--- config.mk ---
export PLATFORM = sky130hd
export DESIGN_NAME = pdg_top
export DESIGN_NICKNAME = d
export VERILOG_FILES = /design/src/pdg_pkg.sv /design/src/pdg_cnt_if.sv /design/src/pdg_counter.sv /design/src/pdg_pulse_shape.sv /design/src/pdg_top.sv
export VERILOG_INCLUDE_DIRS = /design/src /design/src/src
export SDC_FILE = /design/constraint.sdc
export NUM_CORES = 1
export LEC_CHECK = 0
export ABC_AREA = 0
export BUFFER_PORTS_ARGS = -buffer_cell sky130_fd_sc_hd__buf_4
export CAP_MARGIN = 5
export CORE_MARGIN = 5
export CORE_UTILIZATION = 40
export DETAILED_ROUTE_END_ITERATION = 12
export PLACE_DENSITY = 0.54
export SETUP_SLACK_MARGIN = 0.3
export SLEW_MARGIN = 20
export SYNTH_ARGS = -nofsm -noshare
export SYNTH_HDL_FRONTEND = slang
export SYNTH_HIERARCHICAL = 1
export SYNTH_SLANG_ARGS = --single-unit
--- constraint.sdc ---
create_clock -name I_CLK_SYS -period 12.9 [get_ports I_CLK_SYS]
set_clock_uncertainty 0.2 [all_clocks]
set_input_delay 1.29 -clock I_CLK_SYS [delete_from_list [all_inputs] [get_ports I_CLK_SYS]]
set_output_delay 1.29 -clock I_CLK_SYS [all_outputs]
set_load 0.005 [all_outputs]
--- src/pdg_defs.svh ---
// Register offsets, field positions, reset values and timing counts
`ifndef PDG_DEFS_SVH
`define PDG_DEFS_SVH

`define PDG_CLK_HZ 50000000
`define PDG_MAX_PULSE_HZ 5000000
`define PDG_MIN_PULSE_CYC ((`PDG_CLK_HZ + `PDG_MAX_PULSE_HZ - 1) / `PDG_MAX_PULSE_HZ)
`define PDG_MIN_PHASE_CYC ((`PDG_MIN_PULSE_CYC + 1) / 2)

`define PDG_OFS_CTRL 8'h00
`define PDG_OFS_NUM 8'h04
`define PDG_OFS_HIGH 8'h08
`define PDG_OFS_LOW 8'h0c
`define PDG_OFS_ACTIVE 8'h10
`define PDG_OFS_PERIOD 8'h14
`define PDG_OFS_IRQ_STAT 8'h18
`define PDG_OFS_IRQ_MASK 8'h1c
`define PDG_OFS_STATE 8'h20

`define PDG_CTRL_ENABLE 0
`define PDG_CTRL_RUN 1
`define PDG_CTRL_DIR 2
`define PDG_IRQ_PERIOD 0
`define PDG_IRQ_RELOAD 1

`define PDG_RST_NUM 16'h0004
`define PDG_RST_HIGH 16'h0019
`define PDG_RST_LOW 16'h0019
`define PDG_RST_ACTIVE 32'h0000_01f4
`define PDG_RST_PERIOD 32'h0000_03e8

`define PDG_RESP_OKAY 2'h0
`define PDG_RESP_SLVERR 2'h2

`endif

--- src/pdg_pkg.sv ---
// Types shared by the pulse and direction generator
package pdg_pkg;

	typedef enum logic [1:0] {PS_IDLE, PS_HIGH, PS_LOW, PS_DONE} pdg_pulse_state_type;
	typedef enum logic [1:0] {AP_IDLE, AP_ACTIVE, AP_GAP} pdg_period_state_type;

	typedef struct packed {
		logic dir;
		logic [15:0] num;
		logic [15:0] high;
		logic [15:0] low;
		logic [31:0] active;
		logic [31:0] period;
	} pdg_cfg_type;

endpackage

--- src/pdg_cnt_if.sv ---
// Control and match signals between a sequencer and a match counter
`timescale 1ns/10ps
interface pdg_cnt_if;
	logic run;
	logic clear;
	logic [31:0] match1_val;
	logic [31:0] match2_val;
	logic [31:0] count;
	logic match1;
	logic match2;

	modport ctl(output run, clear, match1_val, match2_val,
		input count, match1, match2);
	modport cnt(input run, clear, match1_val, match2_val,
		output count, match1, match2);
endinterface

--- src/pdg_counter.sv ---
// Up counter with two match thresholds and a synchronous clear
`timescale 1ns/10ps
module pdg_counter (
	// Clock and reset
	input wire logic i_clk,
	input wire logic i_rst_n,
	// Counter control and matches
	pdg_cnt_if.cnt cnt
);
	logic [31:0] count_reg;

	always_ff @(posedge i_clk or negedge i_rst_n) begin
		if (!i_rst_n) begin
			count_reg <= 32'h0;
		end else if (!cnt.run || cnt.clear) begin
			count_reg <= 32'h0;
		end else begin
			count_reg <= count_reg + 32'h1;
		end
	end

	assign cnt.count = count_reg;
	assign cnt.match1 = cnt.run && (count_reg == cnt.match1_val);
	assign cnt.match2 = cnt.run && (count_reg == cnt.match2_val);
endmodule

--- src/pdg_pulse_shape.sv ---
// Pulse shaping sequencer: alternating high and low phases, pulse count
`timescale 1ns/10ps
module pdg_pulse_shape
	import pdg_pkg::*;
(
	// Clock and reset
	input wire logic i_clk,
	input wire logic i_rst_n,
	// Sequencing
	input wire logic i_start,
	input wire logic i_allow,
	input wire logic [15:0] i_pulse_num,
	input wire logic [15:0] i_high_w,
	input wire logic [15:0] i_low_w,
	// Pulse width counter
	pdg_cnt_if.ctl cnt,
	// Results
	output logic o_pulse,
	output logic o_busy,
	output logic [15:0] o_emitted
);
	pdg_pulse_state_type state_reg;
	logic last_pulse;
	logic begin_pulse;
	logic high_end;
	logic low_end;

	assign last_pulse = (o_emitted + 16'h1) == i_pulse_num;
	assign begin_pulse = ((state_reg == PS_IDLE) || (state_reg == PS_DONE))
		&& i_start && (i_pulse_num != 16'h0);
	assign high_end = (state_reg == PS_HIGH) && cnt.match1;
	assign low_end = (state_reg == PS_LOW) && cnt.match2;

	// Phase ends restart the counter for the next phase
	assign cnt.run = (state_reg == PS_HIGH) || (state_reg == PS_LOW);
	assign cnt.clear = high_end || low_end;
	assign cnt.match1_val = {16'h0, i_high_w - 16'h1};
	assign cnt.match2_val = {16'h0, i_low_w - 16'h1};
	assign o_busy = cnt.run;

	always_ff @(posedge i_clk or negedge i_rst_n) begin
		if (!i_rst_n) begin
			state_reg <= PS_IDLE;
		end else if (!i_allow) begin
			state_reg <= PS_IDLE;
		end else begin
			case (state_reg)
				PS_IDLE, PS_DONE: begin
					if (begin_pulse) begin
						state_reg <= PS_HIGH;
					end
				end
				PS_HIGH: begin
					if (high_end) begin
						state_reg <= PS_LOW;
					end
				end
				PS_LOW: begin
					if (low_end) begin
						state_reg <= last_pulse ? PS_DONE : PS_HIGH;
					end
				end
				default: begin
					state_reg <= PS_IDLE;
				end
			endcase
		end
	end

	always_ff @(posedge i_clk or negedge i_rst_n) begin
		if (!i_rst_n) begin
			o_pulse <= 1'b0;
		end else if (!i_allow) begin
			o_pulse <= 1'b0;
		end else if (begin_pulse || (low_end && !last_pulse)) begin
			o_pulse <= 1'b1;
		end else if (high_end || low_end) begin
			o_pulse <= 1'b0;
		end
	end

	always_ff @(posedge i_clk or negedge i_rst_n) begin
		if (!i_rst_n) begin
			o_emitted <= 16'h0;
		end else if (begin_pulse) begin
			o_emitted <= 16'h0;
		end else if (i_allow && low_end) begin
			o_emitted <= o_emitted + 16'h1;
		end
	end
endmodule

--- src/pdg_top.sv ---
// Pulse and direction generator with AXI4-Lite register access
//
// Operation
// - Pulse rate stays at or below 5 MHz; short phases are stretched.
// - The run bit starts the pulse train when set, stops when cleared.
// - The direction bit selects the level later driven on the direction pin.
// - Direction output changes only at the end of a full period; go_rise also loads it when the run starts.
// - Trigger rising edge or active period end loads settings into staging.
// - Pulse width counter: first match ends high, second ends low.
// - Pulse sequencer state picks which match restarts the width counter.
// - Period counter match one ends active period, match two full period.
// - Configured pulses during the active period, none for the remainder.
// - One start term launches period and full period counters together.
// - Full period counter match raises interrupt; wraps at period end.
// - New settings take effect only at the full period interrupt event; go_rise also loads them straight from the registers.
// - Only two outputs: pulse and direction, plus trigger and software bits. The code also drives a third output, the interrupt line O_IRQ.
//
// Implementation choices: the AXI4-Lite interface to the registers and the placing of the registers.
`timescale 1ns/10ps
`include "pdg_defs.svh"
module pdg_top
	import pdg_pkg::*;
(
	// Clock and reset
	input wire logic I_CLK_SYS,
	input wire logic I_RST_N,
	// External trigger
	input wire logic I_TRIGGER,
	// AXI4-Lite write address and data
	input wire logic [7:0] I_AXI_AWADDR,
	input wire logic I_AXI_AWVALID,
	output logic O_AXI_AWREADY,
	input wire logic [31:0] I_AXI_WDATA,
	input wire logic [3:0] I_AXI_WSTRB,
	input wire logic I_AXI_WVALID,
	output logic O_AXI_WREADY,
	// AXI4-Lite write response
	output logic [1:0] O_AXI_BRESP,
	output logic O_AXI_BVALID,
	input wire logic I_AXI_BREADY,
	// AXI4-Lite read
	input wire logic [7:0] I_AXI_ARADDR,
	input wire logic I_AXI_ARVALID,
	output logic O_AXI_ARREADY,
	output logic [31:0] O_AXI_RDATA,
	output logic [1:0] O_AXI_RRESP,
	output logic O_AXI_RVALID,
	input wire logic I_AXI_RREADY,
	// Drive outputs and interrupt
	output logic O_PULSE,
	output logic O_DIR,
	output logic O_IRQ
);
	localparam logic [15:0] MIN_PHASE = 16'(`PDG_MIN_PHASE_CYC);

	logic [2:0] ctrl_reg;
	logic [15:0] num_reg;
	logic [15:0] high_reg;
	logic [15:0] low_reg;
	logic [31:0] active_reg;
	logic [31:0] period_reg;
	logic [1:0] irq_status_reg;
	logic [1:0] irq_mask_reg;
	pdg_cfg_type sw_cfg;
	pdg_cfg_type stage_cfg_reg;
	pdg_cfg_type work_cfg_reg;
	logic dir_reg;
	logic go;
	logic go_prev_reg;
	logic go_rise;
	logic run_q;
	logic trig_prev_reg;
	logic reload_event;
	logic full_end;
	logic start;
	logic allow;
	pdg_period_state_type ap_state_reg;
	logic [15:0] high_eff;
	logic [15:0] low_eff;
	logic pulse_busy;
	logic [15:0] emitted;

	// AXI holding state
	logic aw_hold_reg;
	logic [7:0] aw_addr_reg;
	logic w_hold_reg;
	logic [31:0] w_data_reg;
	logic [3:0] w_strb_reg;
	logic wr_en;
	logic wr_hit;
	logic [31:0] wmask;
	logic [31:0] rd_data;
	logic rd_hit;

	pdg_cnt_if pw_if();
	pdg_cnt_if per_if();
	pdg_cnt_if fp_if();

	// Register slave
	assign O_AXI_AWREADY = !aw_hold_reg;
	assign O_AXI_WREADY = !w_hold_reg;
	assign O_AXI_ARREADY = !O_AXI_RVALID;
	assign wr_en = aw_hold_reg && w_hold_reg && !O_AXI_BVALID;
	assign wmask = {{8{w_strb_reg[3]}}, {8{w_strb_reg[2]}},
		{8{w_strb_reg[1]}}, {8{w_strb_reg[0]}}};

	always_comb begin
		wr_hit = 1'b1;
		case ({aw_addr_reg[7:2], 2'b00})
			`PDG_OFS_CTRL, `PDG_OFS_NUM, `PDG_OFS_HIGH, `PDG_OFS_LOW,
			`PDG_OFS_ACTIVE, `PDG_OFS_PERIOD, `PDG_OFS_IRQ_STAT,
			`PDG_OFS_IRQ_MASK, `PDG_OFS_STATE: wr_hit = 1'b1;
			default: wr_hit = 1'b0;
		endcase
	end

	always_comb begin
		rd_hit = 1'b1;
		rd_data = 32'h0;
		case ({I_AXI_ARADDR[7:2], 2'b00})
			`PDG_OFS_CTRL: rd_data = {29'h0, ctrl_reg};
			`PDG_OFS_NUM: rd_data = {16'h0, num_reg};
			`PDG_OFS_HIGH: rd_data = {16'h0, high_reg};
			`PDG_OFS_LOW: rd_data = {16'h0, low_reg};
			`PDG_OFS_ACTIVE: rd_data = active_reg;
			`PDG_OFS_PERIOD: rd_data = period_reg;
			`PDG_OFS_IRQ_STAT: rd_data = {30'h0, irq_status_reg};
			`PDG_OFS_IRQ_MASK: rd_data = {30'h0, irq_mask_reg};
			`PDG_OFS_STATE: rd_data = {emitted, 12'h0,
				ap_state_reg == AP_ACTIVE, pulse_busy, O_DIR, O_PULSE};
			default: rd_hit = 1'b0;
		endcase
	end

	always_ff @(posedge I_CLK_SYS or negedge I_RST_N) begin
		if (!I_RST_N) begin
			aw_hold_reg <= 1'b0;
			aw_addr_reg <= 8'h0;
			w_hold_reg <= 1'b0;
			w_data_reg <= 32'h0;
			w_strb_reg <= 4'h0;
			O_AXI_BVALID <= 1'b0;
			O_AXI_BRESP <= `PDG_RESP_OKAY;
		end else begin
			if (I_AXI_AWVALID && !aw_hold_reg) begin
				aw_hold_reg <= 1'b1;
				aw_addr_reg <= I_AXI_AWADDR;
			end
			if (I_AXI_WVALID && !w_hold_reg) begin
				w_hold_reg <= 1'b1;
				w_data_reg <= I_AXI_WDATA;
				w_strb_reg <= I_AXI_WSTRB;
			end
			if (wr_en) begin
				aw_hold_reg <= 1'b0;
				w_hold_reg <= 1'b0;
				O_AXI_BVALID <= 1'b1;
				O_AXI_BRESP <= wr_hit ? `PDG_RESP_OKAY : `PDG_RESP_SLVERR;
			end else if (O_AXI_BVALID && I_AXI_BREADY) begin
				O_AXI_BVALID <= 1'b0;
			end
		end
	end

	always_ff @(posedge I_CLK_SYS or negedge I_RST_N) begin
		if (!I_RST_N) begin
			O_AXI_RVALID <= 1'b0;
			O_AXI_RDATA <= 32'h0;
			O_AXI_RRESP <= `PDG_RESP_OKAY;
		end else if (I_AXI_ARVALID && !O_AXI_RVALID) begin
			O_AXI_RVALID <= 1'b1;
			O_AXI_RDATA <= rd_data;
			O_AXI_RRESP <= rd_hit ? `PDG_RESP_OKAY : `PDG_RESP_SLVERR;
		end else if (I_AXI_RREADY) begin
			O_AXI_RVALID <= 1'b0;
		end
	end

	// Software settings, byte lanes honoured
	always_ff @(posedge I_CLK_SYS or negedge I_RST_N) begin
		if (!I_RST_N) begin
			ctrl_reg <= 3'h0;
			num_reg <= `PDG_RST_NUM;
			high_reg <= `PDG_RST_HIGH;
			low_reg <= `PDG_RST_LOW;
			active_reg <= `PDG_RST_ACTIVE;
			period_reg <= `PDG_RST_PERIOD;
			irq_mask_reg <= 2'h0;
		end else if (wr_en) begin
			case ({aw_addr_reg[7:2], 2'b00})
				`PDG_OFS_CTRL: if (w_strb_reg[0]) ctrl_reg <= w_data_reg[2:0];
				`PDG_OFS_NUM: num_reg <= (num_reg & ~wmask[15:0])
					| (w_data_reg[15:0] & wmask[15:0]);
				`PDG_OFS_HIGH: high_reg <= (high_reg & ~wmask[15:0])
					| (w_data_reg[15:0] & wmask[15:0]);
				`PDG_OFS_LOW: low_reg <= (low_reg & ~wmask[15:0])
					| (w_data_reg[15:0] & wmask[15:0]);
				`PDG_OFS_ACTIVE: active_reg <= (active_reg & ~wmask)
					| (w_data_reg & wmask);
				`PDG_OFS_PERIOD: period_reg <= (period_reg & ~wmask)
					| (w_data_reg & wmask);
				`PDG_OFS_IRQ_MASK:
					if (w_strb_reg[0]) irq_mask_reg <= w_data_reg[1:0];
				default: begin
				end
			endcase
		end
	end

	// Interrupt status: a new event wins over a same-cycle clear
	always_ff @(posedge I_CLK_SYS or negedge I_RST_N) begin
		if (!I_RST_N) begin
			irq_status_reg <= 2'h0;
		end else begin
			irq_status_reg <= (irq_status_reg & ~((wr_en && w_strb_reg[0]
				&& {aw_addr_reg[7:2], 2'b00} == `PDG_OFS_IRQ_STAT)
				? w_data_reg[1:0] : 2'h0))
				| {reload_event, full_end};
		end
	end
	assign O_IRQ = |(irq_status_reg & irq_mask_reg);

	assign sw_cfg = '{dir: ctrl_reg[`PDG_CTRL_DIR], num: num_reg,
		high: high_reg, low: low_reg, active: active_reg, period: period_reg};
	assign go = ctrl_reg[`PDG_CTRL_ENABLE] && ctrl_reg[`PDG_CTRL_RUN];
	assign go_rise = go && !go_prev_reg;
	// One idle cycle after go lets the first settings settle
	assign run_q = go && go_prev_reg;
	assign reload_event = (I_TRIGGER && !trig_prev_reg) || per_if.match1;
	assign full_end = fp_if.match1;

	always_ff @(posedge I_CLK_SYS or negedge I_RST_N) begin
		if (!I_RST_N) begin
			go_prev_reg <= 1'b0;
			trig_prev_reg <= 1'b0;
		end else begin
			go_prev_reg <= go;
			trig_prev_reg <= I_TRIGGER;
		end
	end

	// Staging then working copy of the settings
	always_ff @(posedge I_CLK_SYS or negedge I_RST_N) begin
		if (!I_RST_N) begin
			stage_cfg_reg <= '0;
			work_cfg_reg <= '0;
			dir_reg <= 1'b0;
		end else if (go_rise) begin
			stage_cfg_reg <= sw_cfg;
			work_cfg_reg <= sw_cfg;
			dir_reg <= sw_cfg.dir;
		end else begin
			if (reload_event) begin
				stage_cfg_reg <= sw_cfg;
			end
			if (full_end) begin
				work_cfg_reg <= stage_cfg_reg;
				dir_reg <= stage_cfg_reg.dir;
			end
		end
	end
	assign O_DIR = dir_reg;

	// Both period counters share one start term
	assign per_if.run = run_q;
	assign fp_if.run = run_q;
	assign per_if.clear = per_if.match2;
	assign fp_if.clear = fp_if.match2;
	assign per_if.match1_val = work_cfg_reg.active - 32'h1;
	assign per_if.match2_val = work_cfg_reg.period - 32'h1;
	assign fp_if.match1_val = work_cfg_reg.period - 32'h1;
	assign fp_if.match2_val = work_cfg_reg.period - 32'h1;

	assign start = run_q && ((ap_state_reg == AP_IDLE) || per_if.match2);
	assign allow = start || (run_q && ap_state_reg == AP_ACTIVE
		&& !per_if.match1);

	always_ff @(posedge I_CLK_SYS or negedge I_RST_N) begin
		if (!I_RST_N) begin
			ap_state_reg <= AP_IDLE;
		end else if (!run_q) begin
			ap_state_reg <= AP_IDLE;
		end else begin
			case (ap_state_reg)
				AP_IDLE: ap_state_reg <= AP_ACTIVE;
				AP_ACTIVE: begin
					if (per_if.match2) begin
						ap_state_reg <= AP_ACTIVE;
					end else if (per_if.match1) begin
						ap_state_reg <= AP_GAP;
					end
				end
				AP_GAP: begin
					if (per_if.match2) begin
						ap_state_reg <= AP_ACTIVE;
					end
				end
				default: ap_state_reg <= AP_IDLE;
			endcase
		end
	end

	// Stretch short phases so the pulse rate never passes the limit
	assign high_eff = (work_cfg_reg.high < MIN_PHASE) ? MIN_PHASE
		: work_cfg_reg.high;
	assign low_eff = (work_cfg_reg.low < MIN_PHASE) ? MIN_PHASE
		: work_cfg_reg.low;

	pdg_counter u_per_cnt (
		.i_clk(I_CLK_SYS),
		.i_rst_n(I_RST_N),
		.cnt(per_if)
	);

	pdg_counter u_fp_cnt (
		.i_clk(I_CLK_SYS),
		.i_rst_n(I_RST_N),
		.cnt(fp_if)
	);

	pdg_counter u_pw_cnt (
		.i_clk(I_CLK_SYS),
		.i_rst_n(I_RST_N),
		.cnt(pw_if)
	);

	pdg_pulse_shape u_shape (
		.i_clk(I_CLK_SYS),
		.i_rst_n(I_RST_N),
		.i_start(start),
		.i_allow(allow),
		.i_pulse_num(work_cfg_reg.num),
		.i_high_w(high_eff),
		.i_low_w(low_eff),
		.cnt(pw_if),
		.o_pulse(O_PULSE),
		.o_busy(pulse_busy),
		.o_emitted(emitted)
	);
endmodule

==> results of run 1 <==
-- stage by stage --
step | util [%] | hold slack (ns) | std cells | instance area [um2] | total power (W)
global placement | 41.6 | 0.271 | 3609 | 30200 | 0.00712
finish | 44.6 | 0.284 | 3730 | 32400 | 0.00902
floorplan | - | 0.273 | 2767 | 29200 | 0.00602
detailed placement | 41.6 | 0.281 | 3609 | 30200 | 0.00721
CTS | 44.6 | 0.294 | 3728 | 32300 | 0.00909
global route | 44.6 | 0.318 | 3729 | 32400 | 0.00966
-- worst max-delay path, cell delays in order, from the launching register on --
cell	delay (ns)
dfrtp_1	0.38
o21ai_0	0.36
nand4_1	0.22
nor4_1	0.33
nor2b_1	0.12
or4_1	0.58
nor4_1	0.62
nand2_1	0.23
nor3_1	0.28
xor2_1	0.22
xor2_1	0.13
nor4_1	0.29
nand3_1	0.11
nor3_1	0.75
a22oi_1	0.42
inv_1	0.16
nand2b_2	0.55
nor2_1	0.08
a41o_1	0.26
-- layer usage --
metal  wire [um]  up-vias
met5           0        -
met4        2400        0
met3        3620      109
met2       39600      488
met1       38400    10771
li1            -     9728
-- cell families after synthesis --
group	Yosys count	share of synthesized area [%]
AOI/OAI and AO/OA	377	8.09
xor gates and xnor gates	332	10.0
adders and majority gates	10	0.430
buffers and inverters	274	4.62
DFF	544	46.8
muxes	401	15.0
other	2	0.0258
and+or+nand+nor	795	15.0
-- worst min path at each step --
stage                       from                end  slack [ns]  depth (start not counted)
6_report         O_AXI_RDATA[30]    O_AXI_RDATA[30]        0.28                          2
3_3_place_gp     O_AXI_RDATA[29]    O_AXI_RDATA[29]        0.27                          2
5_1_grt        stage_cfg_reg[17]  stage_cfg_reg[17]        0.32                          1
2_1_floorplan  irq_status_reg[0]  irq_status_reg[0]        0.27                          1
3_5_place_dp     O_AXI_RDATA[30]    O_AXI_RDATA[30]        0.28                          2
4_1_cts          O_AXI_RDATA[30]    O_AXI_RDATA[30]        0.29                          2
-- power by group through the flow --
stage / Combinational, W / Clock, W / Sequential (W)
after global routing: 0.00473 / 0.00196 / 0.00298
after detailed placement: 0.00428 / 0 / 0.00293
after floorplan: 0.00344 / 0 / 0.00258
after CTS: 0.00430 / 0.00189 / 0.00290
after global placement: 0.00421 / 0 / 0.00290
final: 0.00429 / 0.00184 / 0.00290
-- layout make-up --
type,count,area (um2),area share [%]
Multi-Input combinational cell,1949,14300,44.2
Timing Repair Buffer,119,946,2.92
Sequential cell,544,13600,42.1
Inverter,39,146,0.452
Antenna cell,1,2.50,0.00773
Clock inverter,20,160,0.495
Tap cell,959,1200,3.71
Clock buffer,99,1990,6.14
-- cells in the mapped netlist (14+ instances only) --
cell      instances  area, um2
nand2b_1         14       87.6
a222oi_1         30        300
mux2i_1         129       1290
or3_1            17        106
buf_4            49        368
a221oi_1         15        131
nor4_1           88        551
dfrtp_1         525      13100
nor2b_1          14       87.6
nor3_1           58        290
inv_1            39        146
xor2_1          258       2260
mux2_2          272       3060
and2_1           17        106
or4_1            51        383
buf_1            18       67.6
a21oi_1         201       1010
dfstp_2          19        499
xnor2_1          73        639
nand3_1          70        350
nor2_1          223        837
buf_2            56        280
nand2_1         108        405
nand4_1          44        275
o31ai_1          41        308
o21ai_0          44        220
clkbuf_1        103        387
==> run_results.csv, run 1 <==
group,metric,value,unit
run_status,status,"finished, final reports clean",
setup_path,rrSetupSlack,6.46,ns
synth,ys.flop_type,"dfrtp_1",
global_routing,grt_pass1_wl,130000,um
placed_design,pre_cts_ws,6.14,ns
cells_and_area,nets,2789,
global_routing,use_met2,34.2,%
setup_path,critical_path.endpoint,"u_pw_cnt/cnt.count[27]",
synth,ys_types,82,
floorplanning,coreArea,0.0726,mm2
cts,worstSkewPairLatency,0.61,ns
routing,drtIter0Drc,1703,
synth,ys_seq_elements,544,
power,switching_power,0.00388,W
timing,setup_ws,6.46,ns
global_routing,grt_overflow,0,
global_routing,grt_pass1_vias,21045,
global_routing,antenna_found_initial,0,
setup_path,rr_endpoint,"u_pw_cnt/cnt.count[27]",
cells_and_area,nFillCells,6881,
cts,cts_num_sinks,544,
routing,ant_nets,0,
power,seqPwrFrac,32.2,%
routing,drcViolationCount,0,
floorplanning,die_width,280,um
cts,clockBufferDepth,3,
global_routing,grt_max_degree,171,
power,p_per_area,279,mW/mm2
synth,syn_area,0.0291,mm2
cts,clk_pin_slew,0.06,ns
timing,period_share,49.9,%
cts,cts_repair_resize_count,0,
timing,timing.final.setup_violations,0,
floorplanning,start_util,40.1,%
cells_and_area,final_common_cell,"dfrtp_1",
job,drv_cap,0,
timing,worst_pin_slew,1.10,ns
routing,drt_pass1_iterations,6,
floorplanning,fp.dieArea,0.0783,mm2
setup_path,r2r-start,"work_cfg_reg[80]",
timing,setup_tns,0,ns
floorplanning,num_io_pins,104,
timing,clock.fmax,0.155,GHz
timing,slew_viol_final,0,
cells_and_area,layout_common_cells,"525 x dfrtp_1, 272 x mux2_2, 258 x xor2_1",
routing,viasPerCell,5.66,
placed_design,portBuffers,97,
placed_design,gp_congestion,0.902,
setup_path,crit_path_end_kind,"flip-flop",
setup_path,cp-start-kind,"flip-flop",
timing,fin_crit,6.44,ns
routing,vias,21096,
floorplanning,die_h,280,um
cts,cts-htree-levels,3,
timing,rsz0062_at_grt,"false",
setup_path,criticalPathCategory,"flip-flop to flip-flop",
global_routing,grt_use_met1,29.6,%
routing,wirelength,84000,um
power,clkPwrFrac,20.3,%
synth,synthCells,2735,
cts,cts_root_buffer,"clkbuf_16",
setup_path,cp-startpoint,"work_cfg_reg[80]",
power,p_int,0.00514,W
floorplanning,rows,99,
setup_path,r2r.worst_path.cells,18,
timing,hold_viol_final,0,
setup_path,critPathMaxFanout,29,
global_routing,grt.met3_usage,2.99,%
cells_and_area,layout-drive-gt1-share,20.7,%
cts,cts-buffers-inserted,66,
power,p_leak,14.9,nW
synth,synth_area_per_cell,10.6,um2
power,ir_worst_vdd,0.204,mV
synth,synthArstFlopShare,100,%
cts,cts_tree,"yes",
cts,postCtsSetupRepairBufs,0,
setup_path,crit_required,13.17,ns
synth,synth_edf_count,0,
power,swShare,43.0,%
global_routing,top_usage_layer,"met2",
placed_design,dp_hpwl,60400,um
global_routing,grtUsageTotal,21.1,%
hold_path,hold_path.class,"flip-flop to flip-flop",
routing,wl_per_cell,22.5,um
synth,ys.warnings.count,6,
cells_and_area,layout-area-overhead-vs-synth,11.2,%
synth,yosysSeqAreaShare,46.8,%
power,combPwrFrac,47.5,%
setup_path,critPathArrivalTime,6.71,ns
cts,hold_buffers,0,
timing,slew_headroom,26.5,%
Power figures use the tool's default switching activity.
==> run 2, diff against run 1 <==
Settings changed: ABC_AREA 0 to 1, PLACE_DENSITY 0.54 to 0.53.
Clock period 12.9 ns to 6.55 ns, I/O delays scaled along.
==> run_results.csv, run 2 <==
group,metric,value,unit
run_status,status,"finished, final reports clean",
power,ir_worst_vdd,0.218,mV
routing,drtIter0Drc,2425,
global_routing,grt_pass1_vias,25231,
cells_and_area,layout-drive-gt1-share,9.57,%
cells_and_area,layout_common_cells,"952 x nand2_1, 580 x nor2_1, 545 x inv_1",
synth,yosys.area.top_type_share,42.7,%
routing,drcViolationCount,0,
timing,fin_crit,5.16,ns
cts,cts_repair_resize_count,0,
job,drv_cap,0,
power,p_total,0.00976,W
placed_design,gp_congestion,0.941,
cts,postCtsSetupRepairBufs,0,
floorplanning,fp.dieArea,0.0826,mm2
setup_path,crit_path_end_kind,"flip-flop",
cts,hold_buffers,3,
synth,ys.warnings.count,6,
cts,clockBufferDepth,3,
routing,detail_route.wirelength.met1,48400,um
synth,yosysSeqAreaShare,44.3,%
cts,cts-htree-levels,3,
timing,timing.final.setup_violations,0,
cells_and_area,nets,4254,
routing,dr.max_layer_used,"met4",
cts,clk_pin_slew,0.06,ns
global_routing,grt_pass1_wl,158000,um
timing,rsz0062_at_grt,"false",
placed_design,dp_hpwl,76700,um
cells_and_area,nFillCells,7820,
floorplanning,die_width,287,um
cells_and_area,regArea,0.0136,mm2
synth,syn_area,0.0308,mm2
floorplanning,num_io_pins,104,
cts,cts_num_sinks,544,
synth,ys.flop_type,"dfrtp_1",
routing,drt_pass1_iterations,7,
floorplanning,rows,101,
floorplanning,coreArea,0.0761,mm2
placed_design,pre_cts_ws,1.43,ns
cts,worstSkewPairLatency,0.62,ns
synth,yosysMostFrequentCell,"nand2_1",
cts,cts_tree,"yes",
routing,dr_wl_met3,5580,um
synth,synth_area_leaders,"dfrtp_1 43%, nand2_1 12%, nor2_1 7.1%",
synth,ys_types,49,
routing,ant_nets,0,
placed_design,portBuffers,97,
cells_and_area,multi_input_area,0.0142,mm2
timing,worst_pin_slew,1.05,ns
floorplanning,start_util,40.4,%
routing,vias,26868,
synth,synthCells,4164,
setup_path,cpMostUsedCell,"nor2_1",
setup_path,crit_required,6.80,ns
setup_path,cp_slowest_cell,"o21ai_1",
setup_path,critPathArrivalTime,5.41,ns
setup_path,cp-start-kind,"flip-flop",
setup_path,critPathMaxFanout,9,
timing,clock.fmax,0.194,GHz
synth,synth_area_per_cell,7.39,um2
power,p_per_area,283,mW/mm2
routing,wirelength,103000,um
synth,synthArstFlopShare,100,%
timing,setup_ws,1.39,ns
cells_and_area,final_common_cell,"nand2_1",
synth,synth_top_area_cell,"dfrtp_1",
routing,met2_length,46500,um
synth,ys_top_cells_by_count,"954 x nand2_1, 582 x nor2_1, 545 x inv_1",
global_routing,antenna_found_initial,0,
routing,viasPerCell,5.10,
power,p_leak,16.0,nW
global_routing,grt_max_degree,146,
timing,slew_viol_final,0,
floorplanning,die_h,287,um
cts,cts-buffers-inserted,67,
cells_and_area,utilization,45.3,%
timing,setup_tns,0,ns
timing,period_share,78.8,%
setup_path,criticalPathCategory,"flip-flop to flip-flop",
cells_and_area,layout-area-overhead-vs-synth,12.0,%
timing,hold_viol_final,0,
global_routing,grtUsageTotal,24.8,%
synth,ys_seq_elements,544,
setup_path,crit_path_cell_trace,"inv_1 -> ha_1 -> nand2_1 -> nor2_1 -> nand4_1 -> nor2_1 -> xor2_1 -> inv_1 -> nand2_1 -> nand2_1 -> nor2_1 -> nand2_1 -> nor2_1 -> nand3_1 -> nor2_1 -> nor2_1 -> o21ai_0 -> inv_1 -> o21ai_1 -> buf_4 -> o22ai_1",
cts,cts_root_buffer,"clkbuf_16",
synth,synth_edf_count,0,
routing,wl_per_cell,19.7,um
hold_path,hold_path.class,"input port to flip-flop",
setup_path,max_stage_delay,0.62,ns
timing,slew_headroom,30.0,%
cells_and_area,antenna_cells,0,
global_routing,grt_overflow,0,
==> run 2: logic make-up (layout without fill, tap and decap cells) <==
| logic type | count (synthesis) | in the layout | share of synthesized area (%) |
|---|---|---|---|
| other | 2 | 34 | 0.0244 |
| muxes | 6 | 6 | 0.220 |
| xor gates and xnor gates | 135 | 135 | 3.84 |
| and+or+nand+nor | 2037 | 2037 | 28.5 |
| buffers and inverters | 768 | 806 | 10.2 |
| AOI/OAI and AO/OA | 662 | 662 | 12.5 |
| adders and majority gates | 10 | 10 | 0.407 |
| DFF | 544 | 544 | 44.3 |
==> run 2: stage by stage <==
stage / instances / hold slack [ns] / area [um2]
2_1_floorplan: 4196 / 0.159 / 30900
3_3_place_gp: 5142 / 0.262 / 32200
3_5_place_dp: 5142 / 0.265 / 32200
4_1_cts: 5264 / 0.00402 / 34500
5_1_grt: 5264 / 0.0220 / 34500
6_report: 5264 / 0.0367 / 34500
==> run 2: worst max-delay path: cells and delay by family, from the launching register on <==
kind	cells	cell delay [ns]
AO/OA/AOI/OAI	3	1.17
XOR/XNOR	1	0.42
adder cells (fa/ha/maj)	1	0.29
buffers and inverters	4	0.81
flip-flops	1	0.38
AND/OR/NAND/NOR	12	1.72
==> run 2: path summary, 6_finish.rpt <==
path                            slack, ns  cells after the start             from                    to
worst max-delay path                 1.39                     21  work_cfg_reg[0]  u_shape/o_emitted[9]
worst min-delay path                 0.04                      2     I_AXI_RREADY          O_AXI_RVALID
worst max register to register       1.39                     21  work_cfg_reg[0]  u_shape/o_emitted[9]
worst min register to register       0.27                      2        flip-flop             flip-flop
max in group asynchronous            4.29                      3          I_RST_N      work_cfg_reg[76]
min in group asynchronous            0.43                      2          I_RST_N        w_data_reg[28]
==> run 2: power by group <==
part           leakage [nW]  internal [W]  switching (W)
logic                  7.76      0.000474        0.00122
registers              7.13       0.00392       0.000320
clock network          1.10       0.00223        0.00159
total                  16.0       0.00663        0.00313
==> run 2: routing by layer <==
layer,track usage (%),vias up
met4,6.40,0
li1,-,13295
met3,3.22,150
met2,39.2,737
met1,36.0,12686
met5,0,-
==> run 2: layout make-up <==
class | instances | area share [%]
Multi-Input combinational cell | 2884 | 41.1
Inverter | 555 | 6.05
Timing Repair Buffer | 132 | 3.06
Clock buffer | 95 | 5.69
Clock inverter | 24 | 0.842
Sequential cell | 544 | 39.6
Tap cell | 1030 | 3.74
